--- src/hdl/ckgc_defines.svh ---
`ifndef CKGC_DEFINES_SVH
`define CKGC_DEFINES_SVH

// Register byte addresses on the Avalon-MM slave port.
`define CKGC_ADDR_SLOW_CFG 32'hFFFFFD50
`define CKGC_ADDR_MAIN_OSC 32'hFFFFFC20
`define CKGC_ADDR_PLL_CFG 32'hFFFFFC28
`define CKGC_ADDR_USB_PLL 32'hFFFFFC1C
`define CKGC_ADDR_STATUS 32'hFFFFFC68
`define CKGC_ADDR_IRQ_MASK 32'hFFFFFC6C

// Slow clock configuration fields.
`define CKGC_SLOW_RC_EN_BIT 0
`define CKGC_SLOW_XEN_BIT 1
`define CKGC_SLOW_BYP_BIT 2
`define CKGC_SLOW_SEL_BIT 3
`define CKGC_SLOW_CFG_RESET 4'h1

// Main oscillator register fields.
`define CKGC_MOR_EN_BIT 0
`define CKGC_MOR_BYP_BIT 1
`define CKGC_MOR_CNT_LSB 8
`define CKGC_MOR_CNT_MSB 15

// PLL configuration register fields.
`define CKGC_PLL_DIV_LSB 0
`define CKGC_PLL_DIV_MSB 7
`define CKGC_PLL_CNT_LSB 8
`define CKGC_PLL_CNT_MSB 13
`define CKGC_PLL_GAIN_LSB 16
`define CKGC_PLL_GAIN_MSB 26

// USB PLL register fields.
`define CKGC_USB_EN_BIT 16
`define CKGC_USB_CNT_LSB 20
`define CKGC_USB_CNT_MSB 23
`define CKGC_USB_BIAS_BIT 24
`define CKGC_USB_MULT 6'h28

// Status and mask bit positions.
`define CKGC_ST_MAIN_BIT 0
`define CKGC_ST_LOCK_BIT 1
`define CKGC_ST_USB_BIT 6
`define CKGC_ST_READY_BIT 8

// Timing: core clock, nominal slow clock, and derived divider counts.
`define CKGC_CORE_CLK_HZ 40000000
`define CKGC_SLOW_CLK_HZ 32768
`define CKGC_SLOW_DIV (`CKGC_CORE_CLK_HZ / `CKGC_SLOW_CLK_HZ)
`define CKGC_SLOW_PRESCALE 8
`define CKGC_STARTUP_SLOW_PERIODS 4

`endif

--- src/hdl/ckgc_pkg.sv ---
`default_nettype none
package ckgc_pkg;

  // Slow clock configuration held in the backup domain.
  typedef struct packed {
    logic slow_source_select;
    logic slow_crystal_bypass;
    logic slow_crystal_enable;
    logic rc_osc_enable;
  } ckgc_slow_cfg_t;

  // Enables and selects driven to the analog oscillator and PLL cells.
  typedef struct packed {
    logic rc_osc_enable;
    logic slow_crystal_enable;
    logic slow_crystal_bypass;
    logic slow_source_select;
    logic main_osc_enable;
    logic main_osc_bypass;
    logic pll_power;
    logic pll_in_enable;
    logic pll_out_enable;
    logic usb_pll_enable;
    logic usb_bias_enable;
  } ckgc_osc_ctrl_t;

  typedef enum logic {
    CKGC_BUS_IDLE,
    CKGC_BUS_ACK
  } ckgc_bus_state_t;

endpackage : ckgc_pkg
`default_nettype wire

--- src/hdl/ckgc_countdown.sv ---
`timescale 1ns/1ps
`default_nettype none
module ckgc_countdown #(
  parameter int W = 8
) (
  input wire logic core_clk_i,
  input wire logic reset_i,
  input wire logic load_i,
  input wire logic [W-1:0] value_i,
  input wire logic tick_i,
  input wire logic run_i,
  output logic done_o
);
  logic [W-1:0] cnt_q, cnt_d;
  logic done_q, done_d;

  // A load always wins, so a restart in mid-count reloads and drops the flag.
  always_comb begin
    cnt_d = cnt_q;
    done_d = done_q;
    if (load_i) begin
      cnt_d = value_i;
      done_d = 1'b0;
    end else if (!run_i) begin
      done_d = 1'b0;
    end else if (tick_i && !done_q) begin
      if (cnt_q == '0) begin
        done_d = 1'b1;
      end else begin
        cnt_d = cnt_q - {{(W-1){1'b0}}, 1'b1};
      end
    end
  end

  // Registers only.
  always_ff @(posedge core_clk_i) begin
    if (reset_i) begin
      cnt_q <= '0;
      done_q <= 1'b0;
    end else begin
      cnt_q <= cnt_d;
      done_q <= done_d;
    end
  end

  assign done_o = done_q && run_i;
endmodule : ckgc_countdown
`default_nettype wire

--- src/hdl/ckgc_slow_tick.sv ---
`timescale 1ns/1ps
`default_nettype none
`include "ckgc_defines.svh"
module ckgc_slow_tick (
  input wire logic core_clk_i,
  input wire logic reset_i,
  input wire logic run_i,
  input wire logic ext_mode_i,
  input wire logic ext_pin_i,
  output logic slow_tick_o,
  output logic slow8_tick_o
);
  logic [10:0] div_q, div_d;
  logic [2:0] pre_q, pre_d;
  logic pin_q, pin_d;
  logic tick;

  // In bypass the external pin's rising edge is the slow clock; otherwise the
  // oscillator is modelled by dividing the core clock.
  always_comb begin
    div_d = div_q;
    pin_d = ext_pin_i;
    tick = 1'b0;
    if (!run_i) begin
      div_d = '0;
    end else if (ext_mode_i) begin
      tick = ext_pin_i && !pin_q;
    end else if (div_q == 11'(`CKGC_SLOW_DIV - 1)) begin
      div_d = '0;
      tick = 1'b1;
    end else begin
      div_d = div_q + 11'h001;
    end
    pre_d = tick ? pre_q + 3'h1 : pre_q;
  end

  // Registers only.
  always_ff @(posedge core_clk_i) begin
    if (reset_i) begin
      div_q <= '0;
      pre_q <= '0;
      pin_q <= 1'b0;
    end else begin
      div_q <= div_d;
      pre_q <= pre_d;
      pin_q <= pin_d;
    end
  end

  assign slow_tick_o = tick;
  assign slow8_tick_o = tick && (pre_q == 3'(`CKGC_SLOW_PRESCALE - 1));
endmodule : ckgc_slow_tick
`default_nettype wire

--- src/hdl/ckgc_top.sv ---
`timescale 1ns/1ps
`default_nettype none
`include "ckgc_defines.svh"
// Overview of operation
// - Slow source selector 0 picks the RC oscillator, 1 picks the crystal.
// - RC enable and crystal enable bits switch their oscillators on or off.
// - Crystal bypass takes the external slow clock from the slow crystal pin.
// - Backup power-on sets RC on, crystal off, selector zero.
// - Slow configuration survives system reset while backup supply stays.
// - System startup completes within four slow clock periods.
// - After reset the main oscillator is off and slow clock runs.
// - Clearing main oscillator enable immediately clears the stable flag.
// - Enable with count clears stable, counts down on slow clock by eight.
// - Count zero sets stable flag; unmasked it raises the interrupt.
// - Divider takes 1 to 255; zero forces divider and PLL outputs low.
// - Reset sets the divider ratio to zero.
// - Output is source times gain plus one over divider; gain zero powers down.
// - Re-enable or change clears lock, reloads settle count on slow clock.
// - USB PLL multiplies the main oscillator by fixed forty.
// - USB enable clears its lock, enables bias, counts on slow by eight.
module ckgc_top (
  input wire logic core_clk_i,
  input wire logic reset_i,
  input wire logic backup_por_i,
  input wire logic slow_crystal_in_pin_i,
  input wire logic [31:0] avs_address_i,
  input wire logic avs_read_i,
  input wire logic avs_write_i,
  input wire logic [31:0] avs_writedata_i,
  input wire logic [3:0] avs_byteenable_i,
  output logic [31:0] avs_readdata_o,
  output logic avs_waitrequest_o,
  output ckgc_pkg::ckgc_osc_ctrl_t osc_ctrl_o,
  output logic [7:0] pll_div_o,
  output logic [10:0] pll_gain_field_o,
  output logic [5:0] usb_pll_mult_o,
  output logic slow_tick_o,
  output logic system_ready_o,
  output logic irq_o
);
  ckgc_pkg::ckgc_bus_state_t bus_q, bus_d;
  ckgc_pkg::ckgc_slow_cfg_t slow_cfg_q, slow_cfg_d;
  logic [31:0] rdata_q, rdata_d;
  logic [31:0] mor_q, mor_d, pll_q, pll_d, usb_q, usb_d, mask_q, mask_d;
  logic [2:0] boot_q, boot_d;
  logic [31:0] status, wdata;
  logic wr_ack, wr_slow, wr_mor, wr_pll, wr_usb, wr_mask;
  logic slow_run, slow8_tick, main_stable, pll_lock, usb_lock;
  logic main_en, usb_en, gain_nz, div_nz;

  // Merges the enabled byte lanes of a write into the old register value.
  function automatic logic [31:0] merge_be(input logic [31:0] old_v, input logic [31:0] new_v,
                                           input logic [3:0] be);
    logic [31:0] r;
    r = old_v;
    for (int i = 0; i < 4; i++) begin
      if (be[i]) begin
        r[8*i +: 8] = new_v[8*i +: 8];
      end
    end
    return r;
  endfunction : merge_be

  // Bus handshake: every request waits exactly one cycle, then is answered.
  always_comb begin
    bus_d = bus_q;
    case (bus_q)
      ckgc_pkg::CKGC_BUS_IDLE: begin
        if (avs_read_i || avs_write_i) begin
          bus_d = ckgc_pkg::CKGC_BUS_ACK;
        end
      end
      ckgc_pkg::CKGC_BUS_ACK: bus_d = ckgc_pkg::CKGC_BUS_IDLE;
      default: bus_d = ckgc_pkg::CKGC_BUS_IDLE;
    endcase
  end

  assign avs_waitrequest_o = (avs_read_i || avs_write_i) && (bus_q == ckgc_pkg::CKGC_BUS_IDLE);
  assign wr_ack = avs_write_i && (bus_q == ckgc_pkg::CKGC_BUS_ACK);
  assign wr_slow = wr_ack && (avs_address_i == `CKGC_ADDR_SLOW_CFG);
  assign wr_mor = wr_ack && (avs_address_i == `CKGC_ADDR_MAIN_OSC);
  assign wr_pll = wr_ack && (avs_address_i == `CKGC_ADDR_PLL_CFG);
  assign wr_usb = wr_ack && (avs_address_i == `CKGC_ADDR_USB_PLL);
  assign wr_mask = wr_ack && (avs_address_i == `CKGC_ADDR_IRQ_MASK);

  // Status word: flags from the counters plus the startup indication.
  always_comb begin
    status = '0;
    status[`CKGC_ST_MAIN_BIT] = main_stable;
    status[`CKGC_ST_LOCK_BIT] = pll_lock;
    status[`CKGC_ST_USB_BIT] = usb_lock;
    status[`CKGC_ST_READY_BIT] = system_ready_o;
  end

  // Read data is captured in the waiting cycle; unmapped addresses read zero.
  always_comb begin
    rdata_d = rdata_q;
    if (avs_read_i && bus_q == ckgc_pkg::CKGC_BUS_IDLE) begin
      case (avs_address_i)
        `CKGC_ADDR_SLOW_CFG: rdata_d = {28'h0000000, slow_cfg_q};
        `CKGC_ADDR_MAIN_OSC: rdata_d = mor_q;
        `CKGC_ADDR_PLL_CFG: rdata_d = pll_q;
        `CKGC_ADDR_USB_PLL: rdata_d = usb_q;
        `CKGC_ADDR_STATUS: rdata_d = status;
        `CKGC_ADDR_IRQ_MASK: rdata_d = mask_q;
        default: rdata_d = 32'h00000000;
      endcase
    end
  end

  // Next values of the system-domain control registers; unused bits stay zero.
  always_comb begin
    mor_d = mor_q;
    pll_d = pll_q;
    usb_d = usb_q;
    mask_d = mask_q;
    wdata = 32'h00000000;
    if (wr_mor) begin
      mor_d = merge_be(mor_q, avs_writedata_i, avs_byteenable_i) & 32'h0000FF03;
    end
    if (wr_pll) begin
      pll_d = merge_be(pll_q, avs_writedata_i, avs_byteenable_i) & 32'h07FF3FFF;
    end
    if (wr_usb) begin
      wdata = merge_be(usb_q, avs_writedata_i, avs_byteenable_i);
      usb_d = wdata & 32'h00F10000;
      usb_d[`CKGC_USB_BIAS_BIT] = wdata[`CKGC_USB_EN_BIT];
    end
    if (wr_mask) begin
      mask_d = merge_be(mask_q, avs_writedata_i, avs_byteenable_i) & 32'h00000043;
    end
  end

  // System reset clears main oscillator, divider and gain, keeping the
  // slow clock as the running clock.
  always_ff @(posedge core_clk_i) begin
    if (reset_i) begin
      bus_q <= ckgc_pkg::CKGC_BUS_IDLE;
      rdata_q <= '0;
      mor_q <= '0;
      pll_q <= '0;
      usb_q <= '0;
      mask_q <= '0;
    end else begin
      bus_q <= bus_d;
      rdata_q <= rdata_d;
      mor_q <= mor_d;
      pll_q <= pll_d;
      usb_q <= usb_d;
      mask_q <= mask_d;
    end
  end

  // Backup-domain configuration: only the backup power-on reset touches it,
  // so a system reset leaves the slow clock source alone.
  always_comb begin
    slow_cfg_d = slow_cfg_q;
    if (wr_slow && avs_byteenable_i[0]) begin
      slow_cfg_d = ckgc_pkg::ckgc_slow_cfg_t'(avs_writedata_i[3:0]);
    end
  end

  always_ff @(posedge core_clk_i) begin
    if (backup_por_i) begin
      slow_cfg_q <= ckgc_pkg::ckgc_slow_cfg_t'(`CKGC_SLOW_CFG_RESET);
    end else begin
      slow_cfg_q <= slow_cfg_d;
    end
  end

  // The selected source must be on for the slow clock to tick; the software
  // switching sequence keeps the old source alive across the change.
  assign slow_run = slow_cfg_q.slow_source_select
                  ? (slow_cfg_q.slow_crystal_enable || slow_cfg_q.slow_crystal_bypass)
                  : slow_cfg_q.rc_osc_enable;

  ckgc_slow_tick u_tick (
    .core_clk_i(core_clk_i),
    .reset_i(reset_i),
    .run_i(slow_run),
    .ext_mode_i(slow_cfg_q.slow_source_select && slow_cfg_q.slow_crystal_bypass),
    .ext_pin_i(slow_crystal_in_pin_i),
    .slow_tick_o(slow_tick_o),
    .slow8_tick_o(slow8_tick)
  );

  // Startup counter saturates once the fixed number of slow periods has passed.
  always_comb begin
    boot_d = boot_q;
    if (slow_tick_o && boot_q != 3'(`CKGC_STARTUP_SLOW_PERIODS)) begin
      boot_d = boot_q + 3'h1;
    end
  end

  always_ff @(posedge core_clk_i) begin
    if (reset_i) begin
      boot_q <= '0;
    end else begin
      boot_q <= boot_d;
    end
  end

  assign system_ready_o = (boot_q == 3'(`CKGC_STARTUP_SLOW_PERIODS));

  assign main_en = mor_q[`CKGC_MOR_EN_BIT];
  assign usb_en = usb_q[`CKGC_USB_EN_BIT];
  assign gain_nz = (pll_q[`CKGC_PLL_GAIN_MSB:`CKGC_PLL_GAIN_LSB] != 11'h000);
  assign div_nz = (pll_q[`CKGC_PLL_DIV_MSB:`CKGC_PLL_DIV_LSB] != 8'h00);

  // Main oscillator start-up: a write with enable set reloads; clearing enable
  // drops the flag at once.
  ckgc_countdown #(.W(8)) u_main_cnt (
    .core_clk_i(core_clk_i),
    .reset_i(reset_i),
    .load_i(wr_mor && mor_d[`CKGC_MOR_EN_BIT]),
    .value_i(mor_d[`CKGC_MOR_CNT_MSB:`CKGC_MOR_CNT_LSB]),
    .tick_i(slow8_tick),
    .run_i(main_en),
    .done_o(main_stable)
  );

  // PLL settle: any write reloads on the full slow clock rate.
  ckgc_countdown #(.W(6)) u_pll_cnt (
    .core_clk_i(core_clk_i),
    .reset_i(reset_i),
    .load_i(wr_pll),
    .value_i(pll_d[`CKGC_PLL_CNT_MSB:`CKGC_PLL_CNT_LSB]),
    .tick_i(slow_tick_o),
    .run_i(gain_nz && div_nz),
    .done_o(pll_lock)
  );

  // USB PLL settle on the slow clock divided by eight.
  ckgc_countdown #(.W(4)) u_usb_cnt (
    .core_clk_i(core_clk_i),
    .reset_i(reset_i),
    .load_i(wr_usb && usb_d[`CKGC_USB_EN_BIT]),
    .value_i(usb_d[`CKGC_USB_CNT_MSB:`CKGC_USB_CNT_LSB]),
    .tick_i(slow8_tick),
    .run_i(usb_en),
    .done_o(usb_lock)
  );

  // Analog control outputs straight from registers.
  always_comb begin
    osc_ctrl_o.rc_osc_enable = slow_cfg_q.rc_osc_enable;
    osc_ctrl_o.slow_crystal_enable = slow_cfg_q.slow_crystal_enable;
    osc_ctrl_o.slow_crystal_bypass = slow_cfg_q.slow_crystal_bypass;
    osc_ctrl_o.slow_source_select = slow_cfg_q.slow_source_select;
    osc_ctrl_o.main_osc_enable = main_en;
    osc_ctrl_o.main_osc_bypass = mor_q[`CKGC_MOR_BYP_BIT];
    osc_ctrl_o.pll_power = gain_nz;
    osc_ctrl_o.pll_in_enable = div_nz;
    osc_ctrl_o.pll_out_enable = div_nz && gain_nz;
    osc_ctrl_o.usb_pll_enable = usb_en;
    osc_ctrl_o.usb_bias_enable = usb_q[`CKGC_USB_BIAS_BIT];
  end

  assign pll_div_o = pll_q[`CKGC_PLL_DIV_MSB:`CKGC_PLL_DIV_LSB];
  assign pll_gain_field_o = pll_q[`CKGC_PLL_GAIN_MSB:`CKGC_PLL_GAIN_LSB];
  assign usb_pll_mult_o = `CKGC_USB_MULT;
  assign avs_readdata_o = rdata_q;
  // Level interrupt while any unmasked flag is set.
  assign irq_o = |(status & mask_q);

  // Helper for the startup check: counts slow ticks since reset.
  logic [2:0] seen_q;
  always_ff @(posedge core_clk_i) begin
    if (reset_i) begin
      seen_q <= '0;
    end else if (slow_tick_o && seen_q != 3'h7) begin
      seen_q <= seen_q + 3'h1;
    end
  end
endmodule : ckgc_top
`default_nettype wire

--- config.mk ---
export PLATFORM = sky130hd
export DESIGN_NAME = ckgc_top
export DESIGN_NICKNAME = d
export VERILOG_FILES = /design/src/hdl/ckgc_pkg.sv /design/src/hdl/ckgc_countdown.sv /design/src/hdl/ckgc_slow_tick.sv /design/src/hdl/ckgc_top.sv
export VERILOG_INCLUDE_DIRS = /design/src /design/src/hdl
export SDC_FILE = /design/constraint.sdc
export NUM_CORES = 1
export LEC_CHECK = 0
export BUFFER_PORTS_ARGS = -buffer_cell sky130_fd_sc_hd__buf_2
export CAP_MARGIN = 30
export CORE_MARGIN = 4
export CORE_UTILIZATION = 45
export CTS_BUF_LIST = sky130_fd_sc_hd__clkbuf_16
export CTS_CLUSTER_DIAMETER = 100
export DETAILED_ROUTE_END_ITERATION = 7
export GPL_TIMING_DRIVEN = 1
export PLACE_DENSITY = 0.79
export SLEW_MARGIN = 30
export SYNTH_ARGS = -nofsm -noshare
export SYNTH_HDL_FRONTEND = slang
export SYNTH_SLANG_ARGS = --single-unit
--- constraint.sdc ---
create_clock -name core_clk_i -period 3.11 [get_ports core_clk_i]
set_input_delay 0.1555 -clock core_clk_i [delete_from_list [all_inputs] [get_ports core_clk_i]]
set_output_delay 0.1555 -clock core_clk_i [all_outputs]
set_load 0.01 [all_outputs]
Word-level counts from Yosys, hierarchy flattened
Cells that the tools add are included.

Word-level logic and storage cells: 133. Output and inout port bits: 72. Input port bits: 74. Register bits: 120.

$add $sub $neg: 6. Bitwise logic cells: 6. Equality and inequality tests: 13. Reduce and logical (&&, ||, !) cells: 55. Mux-type cells: 28.

Operators by type and width (count): $eq 32x32->1 const B (6); $pmux 27 s6 (1); $mux 8 (7); $reduce_or 32->1 (1); $mux 6 (5); $mux 24 (1); $logic_and 1x1->1 (22); $mux 16 (1); $mux 4 (4); $reduce_and 2->1 (8); $mux 14 (1); $reduce_bool 2->1 (6); $add 11x1->11 const B (1); $eq 11x11->1 const B (1); $mux 11 (1); $reduce_bool 11->1 (1); $and 9x7->9 (1); $reduce_and 3->1 (3); $reduce_or 3->1 (3); $logic_not 8->1 (1); $reduce_bool 8->1 (1); $sub 8x1->8 const B (1); $add 3x1->3 const B (2); $eq 3x3->1 const B (2); 13 further kinds (27).

Longest topological paths before layout
Word-level depth: 9. Mapped depth: 9. Depth with buffers taken out: 8.

By module
From an unflattened synthesis, not the netlist that was laid out.

Cell total of the unflattened synthesis: 651. Area, all modules: 5972.0 sq um.

Modules (own cells, without submodules): ckgc_top (instances 1, area an instance 3911.3 sq um, cells an instance 423, seq. area each 1581.5 sq um); ckgc_slow_tick (instances 1, area an instance 745.7 sq um, cells an instance 78, seq. area each 300.3 sq um); ckgc_countdown (u_main_cnt) (instances 1, area an instance 563.0 sq um, cells an instance 64, seq. area each 180.2 sq um); ckgc_countdown (u_pll_cnt) (instances 1, area an instance 457.9 sq um, cells an instance 52, seq. area each 140.1 sq um); ckgc_countdown (u_usb_cnt) (instances 1, area an instance 294.0 sq um, cells an instance 34, seq. area each 100.1 sq um).

Worst setup path after synthesis
OpenSTA, ideal clock, no wires.

Path kind: input to register. Start: input avs_address_i[9]. End: register u_main_cnt.cnt_q[4]. Setup slack: 617 ps. Data required time: 2982 ps. Stages on the path: 8. Path buffers: 2. Arrival time: 2364 ps. Setup time: 128 ps. Path through: nand4b_1 > or4_1 > buf_2 > or4_1 > buf_4 > or4_4 > nand2_2 > o22ai_1.

Longest elaborated chain between the ends: 6. Elaborated cells on any way between the ends: 9. Classes of those cells: 2 x eq/ne; 2 x mux; 5 x reduce/logical.

RTL lines: start, declared (RTL line ckgc_top.sv:26) `input wire logic [31:0] avs_address_i,`; $eq 32x32->1 (*); $logic_and 1x1->1 (*) (RTL line ckgc_top.sv:81) `` assign wr_mor = wr_ack && (avs_address_i == `CKGC_ADDR_MAIN_OSC); ``; $mux 16 (RTL line ckgc_top.sv:118) `if (wr_mor) begin`; $logic_and 1x1->1 (RTL line ckgc_top.sv:215) `` .load_i(wr_mor && mor_d[`CKGC_MOR_EN_BIT]), ``; $ne 2x1->1 (no source line) / $reduce_bool 2->1 (equally long branches); $reduce_and 3->1 (no source line); end signal, assigned (RTL line ckgc_countdown.sv:41) `cnt_q <= cnt_d;`; end, declared (RTL line ckgc_countdown.sv:14) `logic [W-1:0] cnt_q, cnt_d;`.

Mark *: on every way between the ends. The rest lies on a longest branch, timed or not. A chain may end at the register's enable or synchronous reset.

Worst setup path after layout
Start: register u_tick.div_q[3]. End: output slow_tick_o.

Longest elaborated chain between the ends: 4.

RTL lines: start, declared (RTL line ckgc_slow_tick.sv:13) `logic [10:0] div_q, div_d;`; start signal, assigned (RTL line ckgc_slow_tick.sv:44) `div_q <= div_d;`; $eq 11x11->1 (RTL line ckgc_slow_tick.sv:28) `` end else if (div_q == 11'(`CKGC_SLOW_DIV - 1)) begin ``; $mux 1 (RTL line ckgc_slow_tick.sv:28); $mux 1 (RTL line ckgc_slow_tick.sv:26) `end else if (ext_mode_i) begin`; $mux 1 (RTL line ckgc_slow_tick.sv:24) `if (!run_i) begin`; end, declared (RTL line ckgc_top.sv:37) `output logic slow_tick_o,`.

No other way between the ends.

==> flow_summary.json <==
{
  "cts_tree": "built",
  "crit_type": "reg2out",
  "post_cts_buffers": 0,
  "final_common_cell": "buf_2",
  "finalMaxSlewViolations": 0,
  "syn_avg_cell_area_um2": 8.56,
  "synth-main-ff-cell": "dfxtp_1",
  "final_cell_mix": "buf_2, dfxtp_1, nor2_1",
  "synth_top_family_by_area": "simple AND/OR/NAND/NOR gates",
  "finalHoldViolCount": 0,
  "vdd_drop_max_mv": 0.447,
  "drt-total-wl_um": 16400,
  "grt_max_degree": 34,
  "num_vias": 5448,
  "endpoint_kind": "output port",
  "powerDensity_nw_per_um2": 514,
  "synth.cell_area_um2": 5700,
  "fmax_ghz": 0.362,
  "synth_xor_area_share_pct": 3.07,
  "layout_min_cycle_time_ns": 2.76,
  "reg2reg_from": "u_tick.div_q[3]",
  "ctsResizeCount": 0,
  "ios": 146,
  "dieArea_um2": 14500,
  "clock-sinks": 115,
  "reg2reg_to": "u_main_cnt.cnt_q[7]",
  "insertedDiodeCount": 0,
  "clockBufferDepth": 2,
  "cp.arrival_ns": 2.61,
  "root_buffer": "clkbuf_16",
  "syn_inst": 666,
  "synth-compound-area-share_pct": 13.4,
  "coreArea_um2": 12200,
  "drt_first_pass_iters": 6,
  "crit_path_end": "slow_tick_o",
  "viasPerCell": 5.61,
  "synth_seq_area_share_pct": 40.4,
  "drt_iter0_drc": 526,
  "track_usage_pct": 23.0,
  "cp_max_fo": 10,
  "synth_mux_area_share_pct": 8.27,
  "r2r.worst_path.cells": 6,
  "post_drt_wl_per_cell_um": 16.9,
  "fin_skew_ns": 0.00751,
  "hold_path_depth": 3,
  "ant_nets": 0,
  "ff2ff_setup_slack_ns": 0.53,
  "cp.required_ns": 2.95,
  "ys_ff_latch": 115,
  "tightest_slew_ns": 0.640,
  "startpoint": "u_tick.div_q[3]",
  "yosysUniqueCellTypes": 64,
  "drive_gt1_share_pct": 24.0,
  "clkTransAtPathRegs_ns": 0.06,
  "status": "complete, no violations",
  "slew_headroom_pct": 57.0,
  "async_reset_ff_share_pct": 0,
  "grt_pass1_vias": 5319,
  "rows": 40,
  "htreeDepth": 4,
  "clock_latency_ns": 0.42,
  "post-dp-hpwl_um": 11900,
  "grt_overflow": 0,
  "final_nets": 874,
  "yosys.area_share.simple_pct": 24.6,
  "place.gp.congestion": 0.933,
  "portBuffers": 129,
  "synth-adder-area-share_pct": 2.19,
  "syn2layout_area_growth_pct": 24.4,
  "cap_violations": 0,
  "grt_pass1_wl_um": 26500,
  "die_y_um": 121,
  "antenna_found_initial": 0,
  "dieWidth_um": 121,
  "synth.yosys.warnings": 0,
  "cp-start-kind": "flop",
  "fin_tns_setup_ns": 0,
  "start_util_pct": 46.7,
  "synth-edff-count": 0,
  "p_leak_nw": 3.03,
  "total_power_w": 0.00364,
  "rsz0062_at_grt": "false",
  "drcViolationCount": 0,
  "setup_viol": 0,
  "holdCritPathClass": "in2reg",
  "cts_made_buffers": 17,
  "finalCritPeriodShare_pct": 88.8
}
-- what timing repair did --
action	in CTS	in global routing
hold buffers	14	0
hold endpoints to repair	16	0
endpoints found under the setup margin	0	0
-- how the worst min path moves through the flow --
stage	end	startpoint
floorplan	osc_ctrl_o[7]	backup_por_i
global placement	osc_ctrl_o[8]	backup_por_i
detailed placement	osc_ctrl_o[9]	backup_por_i
CTS	mask_q[6]	avs_writedata_i[6]
global route	mask_q[6]	avs_writedata_i[6]
finish	mask_q[6]	avs_writedata_i[6]
-- flip-flops by register name, indices dropped and copies added (netlist names) --
register / flops
avs_readdata_o: 27
boot_q: 3
bus_q: 1
mask_q: 3
mor_q: 10
osc_ctrl_o: 4
pll_q: 25
u_main_cnt.cnt_q: 8
u_main_cnt.done_q: 1
u_pll_cnt.cnt_q: 6
u_pll_cnt.done_q: 1
u_tick.div_q: 11
u_tick.pin_q: 1
u_tick.pre_q: 3
u_usb_cnt.cnt_q: 4
u_usb_cnt.done_q: 1
usb_q: 6
-- worst max-delay path: stages (launching register included) --
cell and delay, ns:
dfxtp_1 0.33, or4_1 0.60, a2111oi_4 0.56, o22ai_1 0.12
buf_4 0.20, clkinv_1 0.19, buf_2 0.17
-- power breakdown --
| part | switching (W) | internal (W) |
|---|---|---|
| Clock | 0.000731 | 0.00126 |
| Sequential | 0.00000555 | 0.00148 |
| Combinational | 0.0000966 | 0.0000668 |
-- final cells by class --
type / instances / area (um^2)
Clock buffer: 17 / 425
Fill cell: 1066 / 5120
Sequential cell: 115 / 2300
Inverter: 15 / 56.3
Timing Repair Buffer: 162 / 928
Clock inverter: 15 / 180
Multi-Input combinational cell: 479 / 2990
Tap cell: 168 / 210
-- Yosys cell counts (all sizes together), types with 5 or more instances --
master / count / area share [%]
o22ai: 8 / 0.88
mux2i: 46 / 8.1
a211oi: 15 / 2.0
a22oi: 17 / 2.2
o21ai: 23 / 2.0
ha: 10 / 2.2
nor2b: 10 / 1.1
nand3: 30 / 2.6
nor3: 22 / 2.2
xor2: 6 / 0.92
a21oi: 26 / 2.3
xnor2: 14 / 2.2
inv: 14 / 0.92
nor2: 76 / 5.0
buf: 42 / 5.3
nor4: 15 / 2.0
dfxtp: 115 / 40
or4: 6 / 0.86
and2: 5 / 0.55
clkbuf: 24 / 1.6
nand2: 64 / 4.3
nand4: 12 / 1.3
and3: 7 / 0.77
-- logic make-up after synthesis --
| family | Yosys count |
|---|---|
| fa+ha+maj | 10 |
| mux | 47 |
| simple gates | 276 |
| compound gates | 115 |
| other cells | 2 |
| buf+inv | 81 |
| xor+xnor | 20 |
| flops | 115 |
-- routing by layer --
layer / wire length (um) / vias to the layer above / GRT usage (%)
met5: 0 / - / 0
met3: 1560 / 45 / 6.83
met2: 7660 / 295 / 37.0
met1: 6700 / 2518 / 28.6
met4: 504 / 0 / 10.1
li1: - / 2590 / -
-- per-stage QoR --
stage | hold WS (ns) | area, um^2 | util, % | worst slack [ns] | cells
6_report | 0.00202 | 7090 | 58.1 | 0.349 | 971
5_1_grt | 0.0151 | 7090 | 58.1 | 0.265 | 971
4_1_cts | 0.00318 | 7090 | 58.1 | 0.385 | 971
3_5_place_dp | 0.365 | 6340 | 52.0 | 0.244 | 925
3_3_place_gp | 0.365 | 6340 | 52.0 | 0.284 | 925
2_1_floorplan | 0.228 | 5730 | - | 0.617 | 675
Power figures use the tool's default switching activity.
